[src/rtl/rst_susp_pkg.sv]
// shared constants for the reset and suspend controller
// assumes one clock domain (host bus clock)
package rst_susp_pkg;
   localparam int SYNC_STAGES = 2;
   localparam logic [1:0] SUPPLY_CTL_RST = 2'h0;
   localparam logic [1:0] PROG_CTL_RST = 2'h0;
   localparam logic [7:0] STATUS_RST = 8'h00;
   localparam logic [7:0] CTL_RST = 8'h00;
endpackage : rst_susp_pkg

[src/rtl/sync2.sv]
// two flip-flop level synchroniser
// assumes d comes from outside the core_clk domain
`timescale 1ns/1ps
module sync2
(
   input wire logic core_clk,
   input wire logic clk_en,
   input wire logic d,
   output logic q
);
   logic s1;
   always_ff @(posedge core_clk)
   begin
      if (clk_en)
      begin
         s1 <= d;
         q <= s1;
      end
   end
endmodule : sync2

[src/rtl/reset_suspend_control.sv]
// reset and suspend handling, card power switch control outputs
// assumes all pin inputs asynchronous to core_clk; ctl inputs from core logic
//
// Notes on behaviour
// - global reset without suspend tri-states outputs and clears registers to defaults.
// - global reset with suspend tri-states outputs but preserves register contents.
// - all bus inputs sampled on rising edge of the bus clock.
// - bus reset without suspend tri-states outputs, clears registers, blocks function.
// - after release of a bus reset without suspend, registers hold their reset values.
// - bus reset with suspend preserves registers while outputs are tri-stated.
// - two supply switch controls and two programming supply switch controls driven.
`timescale 1ns/1ps
module reset_suspend_control
   import rst_susp_pkg::*;
(
   input wire logic core_clk,
   input wire logic sys_rst,
   input wire logic clk_en,
   input wire logic global_reset_in_n,
   input wire logic host_bus_reset_in_n,
   input wire logic suspend_in,
   input wire logic [1:0] supply_req,
   input wire logic [1:0] prog_req,
   input wire logic [7:0] ctl_wdata,
   input wire logic ctl_we,
   output logic card_supply_switch_ctl0,
   output logic card_supply_switch_ctl1,
   output logic card_prog_switch_ctl0,
   output logic card_prog_switch_ctl1,
   output logic supply_oe,
   output logic prog_oe,
   output logic [7:0] ctl_reg,
   output logic func_en
);
   // ----------------------------------------
   // input synchronisers
   // ----------------------------------------
   localparam int NUM_PINS = 3;
   logic global_reset_in_n_s;
   logic host_bus_reset_in_n_s;
   logic susp_s;
   logic [NUM_PINS-1:0] pin_raw;
   logic [NUM_PINS-1:0] pin_sync;

   // bit 0 global reset, bit 1 bus reset, bit 2 suspend
   assign pin_raw = {suspend_in, host_bus_reset_in_n, global_reset_in_n};

   for (genvar i = 0; i < NUM_PINS; i++)
   begin : g_pin_sync
      sync2 u_sync
      (
         .core_clk(core_clk),
         .clk_en(clk_en),
         .d(pin_raw[i]),
         .q(pin_sync[i])
      );
   end

   assign global_reset_in_n_s = pin_sync[0];
   assign host_bus_reset_in_n_s = pin_sync[1];
   assign susp_s = pin_sync[2];

   // ----------------------------------------
   // reset qualification
   // ----------------------------------------
   logic any_rst;
   logic clear_regs;
   assign any_rst = !global_reset_in_n_s || !host_bus_reset_in_n_s;
   // suspend shields register contents from either reset
   assign clear_regs = any_rst && !susp_s;

   // ----------------------------------------
   // internal registers
   // ----------------------------------------
   always_ff @(posedge core_clk)
   begin
      if (sys_rst)
         ctl_reg <= CTL_RST;
      else if (clk_en)
      begin
         if (clear_regs)
            ctl_reg <= CTL_RST;
         else if (!any_rst && ctl_we)
            ctl_reg <= ctl_wdata;
      end
   end

   // ----------------------------------------
   // switch controls and enables
   // ----------------------------------------
   always_ff @(posedge core_clk)
   begin
      if (sys_rst)
      begin
         card_supply_switch_ctl0 <= SUPPLY_CTL_RST[0];
         card_supply_switch_ctl1 <= SUPPLY_CTL_RST[1];
         card_prog_switch_ctl0 <= PROG_CTL_RST[0];
         card_prog_switch_ctl1 <= PROG_CTL_RST[1];
      end
      else if (clk_en)
      begin
         if (clear_regs)
         begin
            card_supply_switch_ctl0 <= SUPPLY_CTL_RST[0];
            card_supply_switch_ctl1 <= SUPPLY_CTL_RST[1];
            card_prog_switch_ctl0 <= PROG_CTL_RST[0];
            card_prog_switch_ctl1 <= PROG_CTL_RST[1];
         end
         else if (!any_rst)
         begin
            card_supply_switch_ctl0 <= supply_req[0];
            card_supply_switch_ctl1 <= supply_req[1];
            card_prog_switch_ctl0 <= prog_req[0];
            card_prog_switch_ctl1 <= prog_req[1];
         end
      end
   end

   always_ff @(posedge core_clk)
   begin
      if (sys_rst)
      begin
         supply_oe <= 1'b0;
         prog_oe <= 1'b0;
         func_en <= 1'b0;
      end
      else if (clk_en)
      begin
         supply_oe <= !any_rst;
         prog_oe <= !any_rst;
         func_en <= !any_rst;
      end
   end

   // ----------------------------------------
   // checks
   // ----------------------------------------
   property p_clear;
      @(posedge core_clk) disable iff (sys_rst)
      (clk_en && clear_regs) |=> (ctl_reg == CTL_RST);
   endproperty
   a_clear: assert property (p_clear) else $error("registers not cleared");

   property p_oe_off;
      @(posedge core_clk) disable iff (sys_rst)
      (clk_en && any_rst) |=> (!supply_oe && !prog_oe);
   endproperty
   a_oe_off: assert property (p_oe_off) else $error("outputs driven in reset");

   property p_keep;
      @(posedge core_clk) disable iff (sys_rst)
      (clk_en && any_rst && susp_s) |=> $stable(ctl_reg);
   endproperty
   a_keep: assert property (p_keep) else $error("registers lost in suspend");

   property p_keep_sw;
      @(posedge core_clk) disable iff (sys_rst)
      (clk_en && any_rst && susp_s) |=> $stable(card_supply_switch_ctl0)
         && $stable(card_prog_switch_ctl1);
   endproperty
   a_keep_sw: assert property (p_keep_sw) else $error("switch state lost");

   property p_nofunc;
      @(posedge core_clk) disable iff (sys_rst)
      (clk_en && !host_bus_reset_in_n_s) |=> !func_en;
   endproperty
   a_nofunc: assert property (p_nofunc) else $error("function during reset");

   property p_release;
      @(posedge core_clk) disable iff (sys_rst)
      (clk_en && !any_rst && $past(clear_regs)) |-> (ctl_reg == CTL_RST);
   endproperty
   a_release: assert property (p_release) else $error("not default after release");

   property p_drive;
      @(posedge core_clk) disable iff (sys_rst)
      (clk_en && !any_rst) |=> (card_supply_switch_ctl1 == $past(supply_req[1])
         && card_prog_switch_ctl0 == $past(prog_req[0]));
   endproperty
   a_drive: assert property (p_drive) else $error("switch control wrong");

   property p_one_edge;
      @(posedge core_clk) disable iff (sys_rst)
      (clk_en && any_rst) |=> !func_en;
   endproperty
   a_one_edge: assert property (p_one_edge) else $error("early release");

   property p_keep_prog;
      @(posedge core_clk) disable iff (sys_rst)
      (clk_en && any_rst && susp_s) |=> $stable(card_supply_switch_ctl1)
         && $stable(card_prog_switch_ctl0);
   endproperty
   a_keep_prog: assert property (p_keep_prog) else $error("switch state lost");

   property p_clear_sw;
      @(posedge core_clk) disable iff (sys_rst)
      (clk_en && clear_regs) |=>
         ({card_prog_switch_ctl1, card_prog_switch_ctl0} == PROG_CTL_RST
         && {card_supply_switch_ctl1, card_supply_switch_ctl0} == SUPPLY_CTL_RST);
   endproperty
   a_clear_sw: assert property (p_clear_sw) else $error("switch controls not cleared");

   property p_release_edge;
      @(posedge core_clk) disable iff (sys_rst)
      (clk_en && !any_rst && $past(any_rst)) |=> (func_en && supply_oe && prog_oe);
   endproperty
   a_release_edge: assert property (p_release_edge) else $error("split release");

   property p_oe_on;
      @(posedge core_clk) disable iff (sys_rst)
      (clk_en && !any_rst) |=> (supply_oe && prog_oe && func_en);
   endproperty
   a_oe_on: assert property (p_oe_on) else $error("outputs not driven");

   property p_freeze;
      @(posedge core_clk) disable iff (sys_rst)
      !clk_en |=> ($stable(ctl_reg) && $stable(func_en) && $stable(supply_oe)
         && $stable(card_supply_switch_ctl0) && $stable(card_prog_switch_ctl1));
   endproperty
   a_freeze: assert property (p_freeze) else $error("state moved while disabled");

   c_global_reset_in: cover property (@(posedge core_clk) !global_reset_in_n_s && !susp_s);
   c_host_bus_reset_in_susp: cover property (@(posedge core_clk) !host_bus_reset_in_n_s && susp_s);
   c_write: cover property (@(posedge core_clk) ctl_we && !any_rst);
   c_release: cover property (@(posedge core_clk) $fell(any_rst));
   c_freeze: cover property (@(posedge core_clk) !clk_en && ctl_we);
endmodule : reset_suspend_control

[config.mk]
export PLATFORM = sky130hd
export DESIGN_NAME = reset_suspend_control
export DESIGN_NICKNAME = d
export VERILOG_FILES = /design/src/rtl/rst_susp_pkg.sv /design/src/rtl/sync2.sv /design/src/rtl/reset_suspend_control.sv
export SDC_FILE = /design/constraint.sdc
export NUM_CORES = 1
export LEC_CHECK = 0
export BUFFER_PORTS_ARGS = -buffer_cell sky130_fd_sc_hd__buf_2
export CORE_UTILIZATION = 45
export DETAILED_ROUTE_END_ITERATION = 8
export HOLD_SLACK_MARGIN = 0.15
export PLACE_DENSITY = 0.76
export SLEW_MARGIN = 20
export SYNTH_ARGS = -nofsm -noshare
export SYNTH_HDL_FRONTEND = slang
export SYNTH_SLANG_ARGS = --single-unit
[constraint.sdc]
create_clock -name core_clk -period 1.6 [get_ports core_clk]
set_input_delay 0.08 -clock core_clk [delete_from_list [all_inputs] [get_ports core_clk]]
set_output_delay 0.08 -clock core_clk [all_outputs]
set_load 0.05 [all_outputs]
## Yosys cells after proc, flatten, opt, wreduce, memory -nomap -nowiden

Cells that the tools add are included.

| word-level totals | value |
|---|---|
| memories | 0 |
| input port bits | 19 |
| latch bits | 0 |
| bits in registers | 19 |
| memory bits (writable) | 0 |
| output and inout bits | 15 |
| bits in read-only memories | 0 |

| cells by class | value |
|---|---|
| reduce and logical (&&, ||, !) cells | 10 |
| shift-type cells | 0 |
| divide/modulo/power cells | 0 |
| bitwise operators | 0 |
| magnitude comparators | 0 |
| equality and inequality tests | 1 |
| $mul | 0 |
| add/subtract/negate cells | 0 |
| multiplexer cells | 10 |

Operator list:

| cell | number |
|---|---|
| $mux W8 | 2 |
| $mux W1 | 8 |
| $logic_not A1 Y1 | 4 |
| $reduce_and A2 Y1 | 2 |
| $logic_and A1 B1 Y1 | 2 |
| $ne A2 B1 Y1 const B | 1 |
| $reduce_bool A2 Y1 | 1 |
| $logic_or A1 B1 Y1 | 1 |

## Longest topological paths before layout

Gate-level depths: netlist of run 1.

| depth | value |
|---|---|
| depth after elaboration | 6 |
| gate-level depth with buffers | 4 |

## By module

From an unflattened synthesis of run 1, not the netlist that was laid out.

| unflattened totals | value |
|---|---|
| cell total of the unflattened synthesis | 78 |
| area total of the unflattened synthesis | 787.0 sq um |

Modules (own cells, without submodules):

| module | seq. area each (sq um) | cells each | area each (sq um) | times used |
|---|---|---|---|---|
| reset_suspend_control | 260.2 | 72 | 606.8 | 1 |
| sync2 | 60.1 | 2 | 60.1 | 3 |

## Worst setup path after synthesis of run 1

Ideal clock, no wire load.

| timing path | value |
|---|---|
| path kind | register to register |
| start point | register g_pin_sync[0].u_sync.q |
| end point | register ctl_reg[0] |
| setup time | 0.123 ns |
| required time | 1.477 ns |
| setup slack | 0.503 ns |
| cell stages (with the launch flop) | 5 |
| path buffers | 1 |
| arrival time | 0.974 ns |
| path through | edfxtp_1 > and2_1 > buf_6 > o21ai_4 > o21ai_1 |

| on the way | value |
|---|---|
| cells in the longest elaborated chain, start to end | 6 |
| elaborated cells between the ends (all ways) | 8 |

Ends and longest elaborated chain:

| what | line | text |
|---|---|---|
| start: declaration | sync2.sv:9 | `output logic q` |
| start signal: assignment | sync2.sv:17 | `q <= s1;` |
| $logic_not A1 Y1 * | reset_suspend_control.sv:68 | `assign any_rst = !global_reset_in_n_s \|\| !host_bus_reset_in_n_s;` |
| $logic_or A1 B1 Y1 * | reset_suspend_control.sv:68 |  |
| $logic_not A1 Y1 | reset_suspend_control.sv:83 | `else if (!any_rst && ctl_we)` |
| $logic_and A1 B1 Y1 | reset_suspend_control.sv:83 |  |
| $reduce_bool A2 Y1 (no source line) | -- |  |
| $reduce_and A2 Y1 (no source line) | -- |  |
| end signal: assignment | reset_suspend_control.sv:84 | `ctl_reg <= ctl_wdata;` |
| end: declaration | reset_suspend_control.sv:32 | `output logic [7:0] ctl_reg,` |

Every way passes the cells marked *; elsewhere a longest branch is shown, timed or not.
A chain may end at the register's enable or synchronous reset.

## Final worst setup path of run 1

| timing path | value |
|---|---|
| start point | register g_pin_sync[0].u_sync.q |
| end point | register ctl_reg[3] |

Same word-level chain as after synthesis.

==> impl_metrics.env, run 1 <==
export IMPL_antenna_found_initial=0
export IMPL_cp_data_arrival_time_ns=1.40
export IMPL_cts_buffers=3
export IMPL_async_flop_share=0
export IMPL_dieArea_mm2=0.00192
export IMPL_fin_util=0.667
export IMPL_hp_start="sys_rst"
export IMPL_rows=14
export IMPL_ys_types=17
export IMPL_dr_total_vias=680
export IMPL_p_total_mw=0.908
export IMPL_critPathMaxFanout=9
export IMPL_dr_pass1_iters=6
export IMPL_drt_iter0_drc=10
export IMPL_sw_frac_of_total=0.261
export IMPL_grt_usage=0.169
export IMPL_drv_cap=0
export IMPL_skew_ns=0.00529
export IMPL_synth_edf_count=6
export IMPL_cts_sinks=19
export IMPL_grt_pass1_vias=565
export IMPL_dp_cells=121
export IMPL_p_leak_nw=0.448
export IMPL_path_depth=3
export IMPL_holdWs_ns=0.157
export IMPL_drt_antenna_violating_nets=0
export IMPL_drt_wl_total_mm=1.56
export IMPL_cts_tree="done"
export IMPL_fin_crit_ns=1.22
export IMPL_place_gp_congestion=0.717
export IMPL_cts_hold_buf=9
export IMPL_post_cts_resized=0
export IMPL_syn_num_nets=97
export IMPL_grt_max_degree=22
export IMPL_crit_type="flip-flop to flip-flop"
export IMPL_post_cts_buffers=0
export IMPL_drive_above_1_share=0.322
export IMPL_die_h_um=43.8
export IMPL_slew_violations=0
export IMPL_finalSetupViolations=0
export IMPL_area_growth_pct=33.7
export IMPL_antenna_cells=0
export IMPL_clk_pin_slew_worst_paths_ns=0.11
export IMPL_cpMaxStageDelayCell="edfxtp_1"
export IMPL_p_per_area_mw_per_mm2=863
export IMPL_min_to="func_en"
export IMPL_cp_required_ns=1.79
export IMPL_yosys_area_top_type_share=0.331
export IMPL_worstMarginPinSlew_ns=0.355
export IMPL_worst_path_buf_inv=0
export IMPL_clk_latency_ns=0.29
export IMPL_r2r_slack_ns=0.38
export IMPL_timing_rr_start="g_pin_sync[0].u_sync.q"
export IMPL_grt_overflow_total=0
export IMPL_p_int_mw=0.671
export IMPL_regToRegEndpoint="ctl_reg[3]"
export IMPL_vias_per_cell=5.07
export IMPL_synth_commonest_cells="13 x dfxtp_1, 10 x nand2b_1, 9 x nand4_1, 8 x nor2b_1, 8 x o21ai_1"
export IMPL_synth_area_top_cells="dfxtp_1 33%, edfxtp_1 23%, nand2b_1 7.9%"
export IMPL_die_x_um=43.8
export IMPL_yosysTopAreaCell="dfxtp_1"
export IMPL_yosysWarnings=0
export IMPL_syn_area_um2=787
export IMPL_cp_top_family="flip-flops"
export IMPL_synthFlopType="dfxtp_1"
export IMPL_avgSynthCellArea_um2=10.1
export IMPL_worstSetupStartpointType="flip-flop"
export IMPL_pwr_share_comb=0.157
export IMPL_fmax_mhz=823
export IMPL_power_frac_clock=0.264
export IMPL_end_kind="flip-flop"
export IMPL_syn_inst=78
export IMPL_critical_path_max_stage_delay_ns=0.43
export IMPL_hpwl_mm=1.05
export IMPL_status="finished, violations left"
export IMPL_seqPwrFrac=0.580
export IMPL_ys_seq_area_frac=0.560
export IMPL_irDropWorstVdd_uv=645
export IMPL_rr_worst_depth=3
export IMPL_p_switching_mw=0.237
export IMPL_cts_buffer_depth=2
export IMPL_rsz0062_at_grt="no"
export IMPL_fin_cells=134
export IMPL_avgRoutedWirePerCell_um=11.6
export IMPL_relSlewSlack=0.763
export IMPL_period_share=0.760
export IMPL_core_area_mm2=0.00158
export IMPL_ys_seq_elements=19
export IMPL_tns_ns=0
export IMPL_crit_chain="and2_1 > o21ai_4 > o21ai_1"
export IMPL_initial_utilization=0.499
export IMPL_yosysMostFrequentCell="dfxtp_1"
export IMPL_holdPathStages=2
export IMPL_min_path_type="primary input to flip-flop"
export IMPL_htreeDepth=1
export IMPL_largest_reg_flops=8
export IMPL_drc_errors=2
export IMPL_port_buffers=33
export IMPL_cts_root_buf="clkbuf_4"
export IMPL_hold_viol_final=0
export IMPL_pin_count=34
export IMPL_grt_pass1_wl_mm=2.28
export IMPL_violations="DRC"
export IMPL_final_nets=138
[stage by stage]
| stage | area, um^2 | setup slack (ns) |
|---|---|---|
| floorplan | 787 | 0.503 |
| global placement | 936 | 0.439 |
| detailed placement | 936 | 0.399 |
| CTS | 1050 | 0.394 |
| global route | 1050 | 0.287 |
| finish | 1050 | 0.384 |
[power by group through the flow]
stage          sequential, mW  combinational, mW  clock [mW]
3_3_place_gp            0.536              0.122           0
4_1_cts                 0.526              0.142       0.244
6_report                0.526              0.142       0.240
3_5_place_dp            0.537              0.125           0
2_1_floorplan           0.565             0.0602           0
5_1_grt                 0.529              0.152       0.259
[worst reg2reg max path, stage by stage (launching register included)]
cell and delay (ns):
edfxtp_1 0.43, and2_1 0.29, o21ai_4 0.29, o21ai_1 0.11
[cell type report]
| cell class | count | area, um^2 |
|---|---|---|
| clock buffers | 4 | 26.3 |
| fillers | 132 | 524 |
| multi-input cells | 52 | 303 |
| flip-flops and latches | 19 | 440 |
| well taps | 16 | 20.0 |
| repair buffers | 43 | 263 |
[layout by cell type (no fill, tap or decap)]
master / instances
a21oi_1: 5
and2_1: 1
and3_1: 1
buf_2: 33
buf_4: 1
clkbuf_1: 1
clkbuf_4: 3
dfxtp_1: 13
dlygate4sd3_1: 9
edfxtp_1: 6
nand2_1: 4
nand2b_1: 10
nand3_1: 5
nand4_1: 9
nor2b_1: 8
o21ai_1: 8
o21ai_4: 1
[how the worst max path moves through the flow]
stage	start	endpoint
after floorplan	g_pin_sync[0].u_sync.q	ctl_reg[0]
after global placement	g_pin_sync[0].u_sync.q	ctl_reg[1]
after detailed placement	g_pin_sync[0].u_sync.q	ctl_reg[4]
after CTS	g_pin_sync[0].u_sync.q	ctl_reg[3]
after global routing	g_pin_sync[0].u_sync.q	ctl_reg[3]
final	g_pin_sync[0].u_sync.q	ctl_reg[3]
[kinds of logic after synthesis]
kind of cell,synth area share
and+or+nand+nor,0.281
buffers and inverters,0.0556
DFF,0.560
AOI/OAI and AO/OA,0.103
[layer usage]
layer / track usage / share of wire / routed length, um
met2: 0.278 / 0.48 / 750
met3: 0.0500 / 0.033 / 51
met1: 0.195 / 0.47 / 739
met5: 0 / 0 / 0
met4: 0.0938 / 0.012 / 18
(Power assumes the default switching activity.)
==> inputs of run 2 (changes only) <==
CORE_UTILIZATION = 40   (was 45)
PLACE_DENSITY = 0.72   (was 0.76)
clock period = 0.98 ns   (was 1.6 ns; I/O delays follow)
==> impl_metrics.env, run 2 (synthesis gave the netlist of run 1 again) <==
export IMPL_place_gp_congestion=0.764
export IMPL_htreeDepth=1
export IMPL_final_cell_mix="21 x buf_2, 16 x dlygate4sd3_1, 14 x clkbuf_4"
export IMPL_worst_slack_ns=-0.0637
export IMPL_final_common_cell="buf_2"
export IMPL_slew_violations=0
export IMPL_cts_tree="done"
export IMPL_clk_latency_ns=0.29
export IMPL_sw_frac_of_total=0.262
export IMPL_worstSetupStartpointType="flip-flop"
export IMPL_clk_pin_slew_worst_paths_ns=0.11
export IMPL_crit_type="flip-flop to flip-flop"
export IMPL_cp_required_ns=1.17
export IMPL_antenna_found_initial=0
export IMPL_p_int_mw=1.15
export IMPL_finalSetupViolations=12
export IMPL_tns_ns=-0.582
export IMPL_dr_pass1_iters=4
export IMPL_dr_total_vias=782
export IMPL_critPathMaxFanout=8
export IMPL_r2r_slack_ns=-0.06
export IMPL_cts_sinks=19
export IMPL_rsz0062_at_grt="yes"
export IMPL_p_total_mw=1.56
export IMPL_initial_utilization=0.441
export IMPL_end_kind="flip-flop"
export IMPL_drc_errors=0
export IMPL_port_buffers=33
export IMPL_die_x_um=46.4
export IMPL_rr_worst_depth=3
export IMPL_grt_pass1_wl_mm=2.91
export IMPL_antenna_cells=0
export IMPL_p_leak_nw=0.509
export IMPL_pin_count=34
export IMPL_p_per_area_mw_per_mm2=1250
export IMPL_fin_util=0.699
export IMPL_cp_data_arrival_time_ns=1.23
export IMPL_status="finished, violations left"
export IMPL_hpwl_mm=1.12
export IMPL_cts_root_buf="clkbuf_4"
export IMPL_seqPwrFrac=0.552
export IMPL_area_growth_pct=58.3
export IMPL_final_nets=151
export IMPL_grt_max_degree=22
export IMPL_fmax_mhz=958
export IMPL_die_h_um=46.4
export IMPL_cts_buffer_depth=2
export IMPL_violations="setup timing"
export IMPL_largest_reg_flops=8
export IMPL_drt_antenna_violating_nets=0
export IMPL_cts_buffers=3
export IMPL_relSlewSlack=0.769
export IMPL_irDropWorstVdd_uv=800
export IMPL_grt_overflow_total=0
export IMPL_place_area_um2=986
export IMPL_drive_above_1_share=0.389
export IMPL_drt_iter0_drc=14
export IMPL_grt_usage=0.196
export IMPL_core_area_mm2=0.00178
export IMPL_vias_per_cell=5.01
export IMPL_dieArea_mm2=0.00215
export IMPL_final_area_mm2=0.00125
export IMPL_pwr_share_comb=0.197
export IMPL_regToRegEndpoint="ctl_reg[7]"
export IMPL_fin_crit_ns=1.04
export IMPL_skew_ns=0.00474
export IMPL_period_share=1.06
export IMPL_timing_rr_start="g_pin_sync[0].u_sync.q"
export IMPL_power_frac_clock=0.251
export IMPL_critPathLaunch="g_pin_sync[0].u_sync.q"
export IMPL_grt_pass1_vias=721
export IMPL_hold_viol_final=0
export IMPL_critical_path_endpoint="ctl_reg[7]"
export IMPL_worstMarginPinSlew_ns=0.347
export IMPL_p_switching_mw=0.408
export IMPL_rows=15
export IMPL_drt_wl_total_mm=1.83
export IMPL_drv_cap=0
export IMPL_min_path_type="primary input to flip-flop"
export IMPL_n_fill_cell=132
export IMPL_avgRoutedWirePerCell_um=11.7
-- run 2: changes by cell type in the layout (fill, tap and decap cells not counted), sizes merged --
cell / change
clkbuf: +11
buf: -5
dlygate4sd3: +7
-- run 2: worst min path at each step --
stage	start	endpoint	slack [ns]	depth (start not counted)
5_1_grt	ctl_wdata[4]	ctl_reg[4]	0.18	4
3_3_place_gp	host_bus_reset_in_n	g_pin_sync[1].u_sync.s1	0.23	1
6_report	ctl_wdata[4]	ctl_reg[4]	0.16	4
3_5_place_dp	global_reset_in_n	g_pin_sync[0].u_sync.s1	0.23	1
4_1_cts	ctl_wdata[4]	ctl_reg[4]	0.15	4
2_1_floorplan	global_reset_in_n	g_pin_sync[0].u_sync.s1	0.15	0
-- run 2: metal layers --
layer | GRT usage | wire (um) | up-vias
li1 | - | - | 384
met1 | 0.256 | 810 | 367
met2 | 0.297 | 933 | 29
met3 | 0.0275 | 76 | 2
met4 | 0.129 | 12 | 0
met5 | 0 | 0 | -
-- run 2: worst max-delay path, cell delays in order, from the launching register on --
cell and delay (ns):
edfxtp_1 0.43, and2_4 0.17, o21ai_4 0.23, o21ai_1 0.11
-- run 2: power by group through the flow --
stage	Sequential (mW)	Clock (mW)	Combinational, mW
after detailed placement	0.876	0	0.224
after global placement	0.874	0	0.219
after floorplan	0.923	0	0.0993
after global routing	0.864	0.438	0.327
final	0.860	0.390	0.306
after CTS	0.859	0.400	0.287
-- run 2: per-stage QoR --
stage	std cells	hold slack [ns]	setup slack, ns
after floorplan	78	0.148	-0.0840
after global placement	135	0.226	-0.0235
after detailed placement	135	0.227	-0.0719
after CTS	156	0.152	-0.0538
after global routing	156	0.177	-0.114
final	156	0.155	-0.0637
-- run 2: final cells by class --
cell class	instances	area, um^2	share of cell area
well taps	25	31.3	0.0251
repair buffers	56	408	0.327
multi-input cells	52	339	0.272
flip-flops and latches	19	442	0.354
clock buffers	4	26.3	0.0211
-- run 2: repair_timing --
action                     CTS  global route
hold endpoints to repair    15             0
resized for setup            4            16
setup buffers                1             0
hold buffers                16             0
pin swaps                    3             3
setup endpoints to repair   12            24
==> inputs of run 3 (changes only) <==
--- a/config.mk
+++ b/config.mk
@@ -10,5 +10,6 @@
 export DETAILED_ROUTE_END_ITERATION = 8
 export HOLD_SLACK_MARGIN = 0.15
-export PLACE_DENSITY = 0.72
+export MAX_ROUTING_LAYER = met4
+export PLACE_DENSITY = 0.71
 export SLEW_MARGIN = 20
 export SYNTH_ARGS = -nofsm -noshare
==> constraint.sdc (replaced) <==
create_clock -name core_clk -period 0.98 [get_ports core_clk]
set_input_delay 0.196 -clock core_clk [delete_from_list [all_inputs] [get_ports core_clk]]
set_output_delay 0.196 -clock core_clk [all_outputs]
set_load 0.05 [all_outputs]
==> impl_metrics.env, run 3 (synthesis gave the netlist of run 1 again) <==
export IMPL_status="finished, violations left"
export IMPL_violations="setup timing"
export IMPL_grt_max_degree=22
export IMPL_rsz0062_at_grt="yes"
export IMPL_holdWs_ns=0.239
export IMPL_pin_count=34
export IMPL_worst_path_buf_inv=1
export IMPL_clk_pin_slew_worst_paths_ns=0.10
export IMPL_drv_cap=0
export IMPL_seqPwrFrac=0.566
export IMPL_p_per_area_mw_per_mm2=1200
export IMPL_hpwl_mm=1.10
export IMPL_critPathLaunch="ctl_reg[4]"
export IMPL_worstMarginPinSlew_ns=0.311
export IMPL_critical_path_max_stage_delay_ns=0.38
export IMPL_cp_top_family="flip-flops"
export IMPL_drt_iter0_drc=12
export IMPL_place_ws_ns=-0.0690
export IMPL_power_frac_clock=0.243
export IMPL_grt_overflow_total=0
export IMPL_regToRegEndpoint="ctl_reg[6]"
export IMPL_dr_pass1_iters=4
export IMPL_pwr_share_comb=0.191
export IMPL_clk_latency_ns=0.28
export IMPL_fin_cells=149
export IMPL_fin_util=0.716
export IMPL_place_gp_congestion=0.731
export IMPL_cts_sinks=19
export IMPL_irDropWorstVdd_uv=1170
export IMPL_p_int_mw=1.15
export IMPL_hold_viol_final=0
export IMPL_cts_buffer_depth=2
export IMPL_period_share=1.05
export IMPL_htreeDepth=1
export IMPL_crit_type="flip-flop to primary output"
export IMPL_n_fill_cell=140
export IMPL_dp_cells=135
export IMPL_grt_pass1_vias=619
export IMPL_final_area_mm2=0.00128
export IMPL_cts_tree="done"
export IMPL_finalSetupViolations=15
export IMPL_vias_per_cell=4.74
export IMPL_min_path_type="primary input to flip-flop"
export IMPL_dr_total_vias=707
export IMPL_p_switching_mw=0.382
export IMPL_core_area_mm2=0.00178
export IMPL_cts_root_buf="clkbuf_4"
export IMPL_rows=15
export IMPL_final_common_cell="buf_2"
export IMPL_tns_ns=-0.450
export IMPL_drt_wl_total_mm=1.73
export IMPL_drc_errors=0
export IMPL_p_leak_nw=0.517
export IMPL_drt_antenna_violating_nets=0
export IMPL_fin_crit_ns=1.03
export IMPL_critPathMaxFanout=2
export IMPL_rr_worst_depth=3
export IMPL_dieArea_mm2=0.00215
export IMPL_worstSetupStartpointType="flip-flop"
export IMPL_r2r_slack_ns=-0.04
export IMPL_cpMaxStageDelayCell="dfxtp_1"
export IMPL_grt_pass1_wl_mm=2.53
export IMPL_avgRoutedWirePerCell_um=11.6
export IMPL_antenna_cells=0
export IMPL_area_growth_pct=62.2
export IMPL_timing_rr_start="g_pin_sync[1].u_sync.q"
export IMPL_grt_usage=0.175
export IMPL_slew_violations=0
export IMPL_drive_above_1_share=0.508
export IMPL_skew_ns=0.00333
export IMPL_die_h_um=46.4
export IMPL_cts_buffers=3
export IMPL_crit_chain="buf_6"
export IMPL_cp_data_arrival_time_ns=0.84
export IMPL_p_total_mw=1.53
export IMPL_critical_path_endpoint="ctl_reg[4]"
export IMPL_antenna_found_initial=0
export IMPL_die_x_um=46.4
export IMPL_place_area_um2=986
export IMPL_final_nets=144
export IMPL_initial_utilization=0.441
export IMPL_cp_required_ns=0.78
export IMPL_fmax_mhz=969
export IMPL_final_cell_mix="18 x buf_2, 11 x dfxtp_2, 10 x buf_8"
export IMPL_path_depth=1
export IMPL_end_kind="primary output"
export IMPL_port_buffers=33
export IMPL_sw_frac_of_total=0.250
export IMPL_relSlewSlack=0.792
export IMPL_largest_reg_flops=8
export IMPL_worst_slack_ns=-0.0517
run 3: layout make-up:
| cell class | instances | area [um^2] | area share |
|---|---|---|---|
| flip-flops and latches | 19 | 458 | 0.359 |
| well taps | 25 | 31.3 | 0.0245 |
| multi-input cells | 52 | 327 | 0.256 |
| clock buffers | 4 | 26.3 | 0.0206 |
| repair buffers | 49 | 434 | 0.340 |
run 3: per-layer routing:
layer,track usage,part of all wire,wire (um),vias up
li1,-,-,-,369
met2,0.294,0.51,880,19
met4,0.0529,0.012,21,0
met5,-,0,0,-
met3,0.0471,0.029,50,2
met1,0.202,0.45,780,317
run 3: repair_timing:
| item | in CTS | in global routing |
|---|---|---|
| hold buffers | 7 | 0 |
| setup buffers | 1 | 2 |
| endpoints found under the hold margin | 7 | 0 |
| pin swaps | 9 | 2 |
| resized for setup | 47 | 10 |
| setup endpoints to repair | 27 | 27 |
run 3: worst min path at each step:
stage	endpoint	slack (ns)	depth (start not counted)	startpoint
2_1_floorplan	g_pin_sync[0].u_sync.s1	0.29	0	global_reset_in_n
3_3_place_gp	g_pin_sync[1].u_sync.s1	0.37	1	host_bus_reset_in_n
3_5_place_dp	g_pin_sync[0].u_sync.s1	0.37	1	global_reset_in_n
4_1_cts	ctl_reg[5]	0.23	3	clk_en
5_1_grt	ctl_reg[5]	0.25	3	clk_en
6_report	ctl_reg[5]	0.24	3	clk_en
run 3: power by group through the flow:
stage	logic, mW	registers, mW	clock network [mW]
finish	0.292	0.864	0.371
floorplan	0.0988	0.923	0
global placement	0.220	0.873	0
detailed placement	0.224	0.876	0
global route	0.312	0.868	0.423
CTS	0.279	0.862	0.393
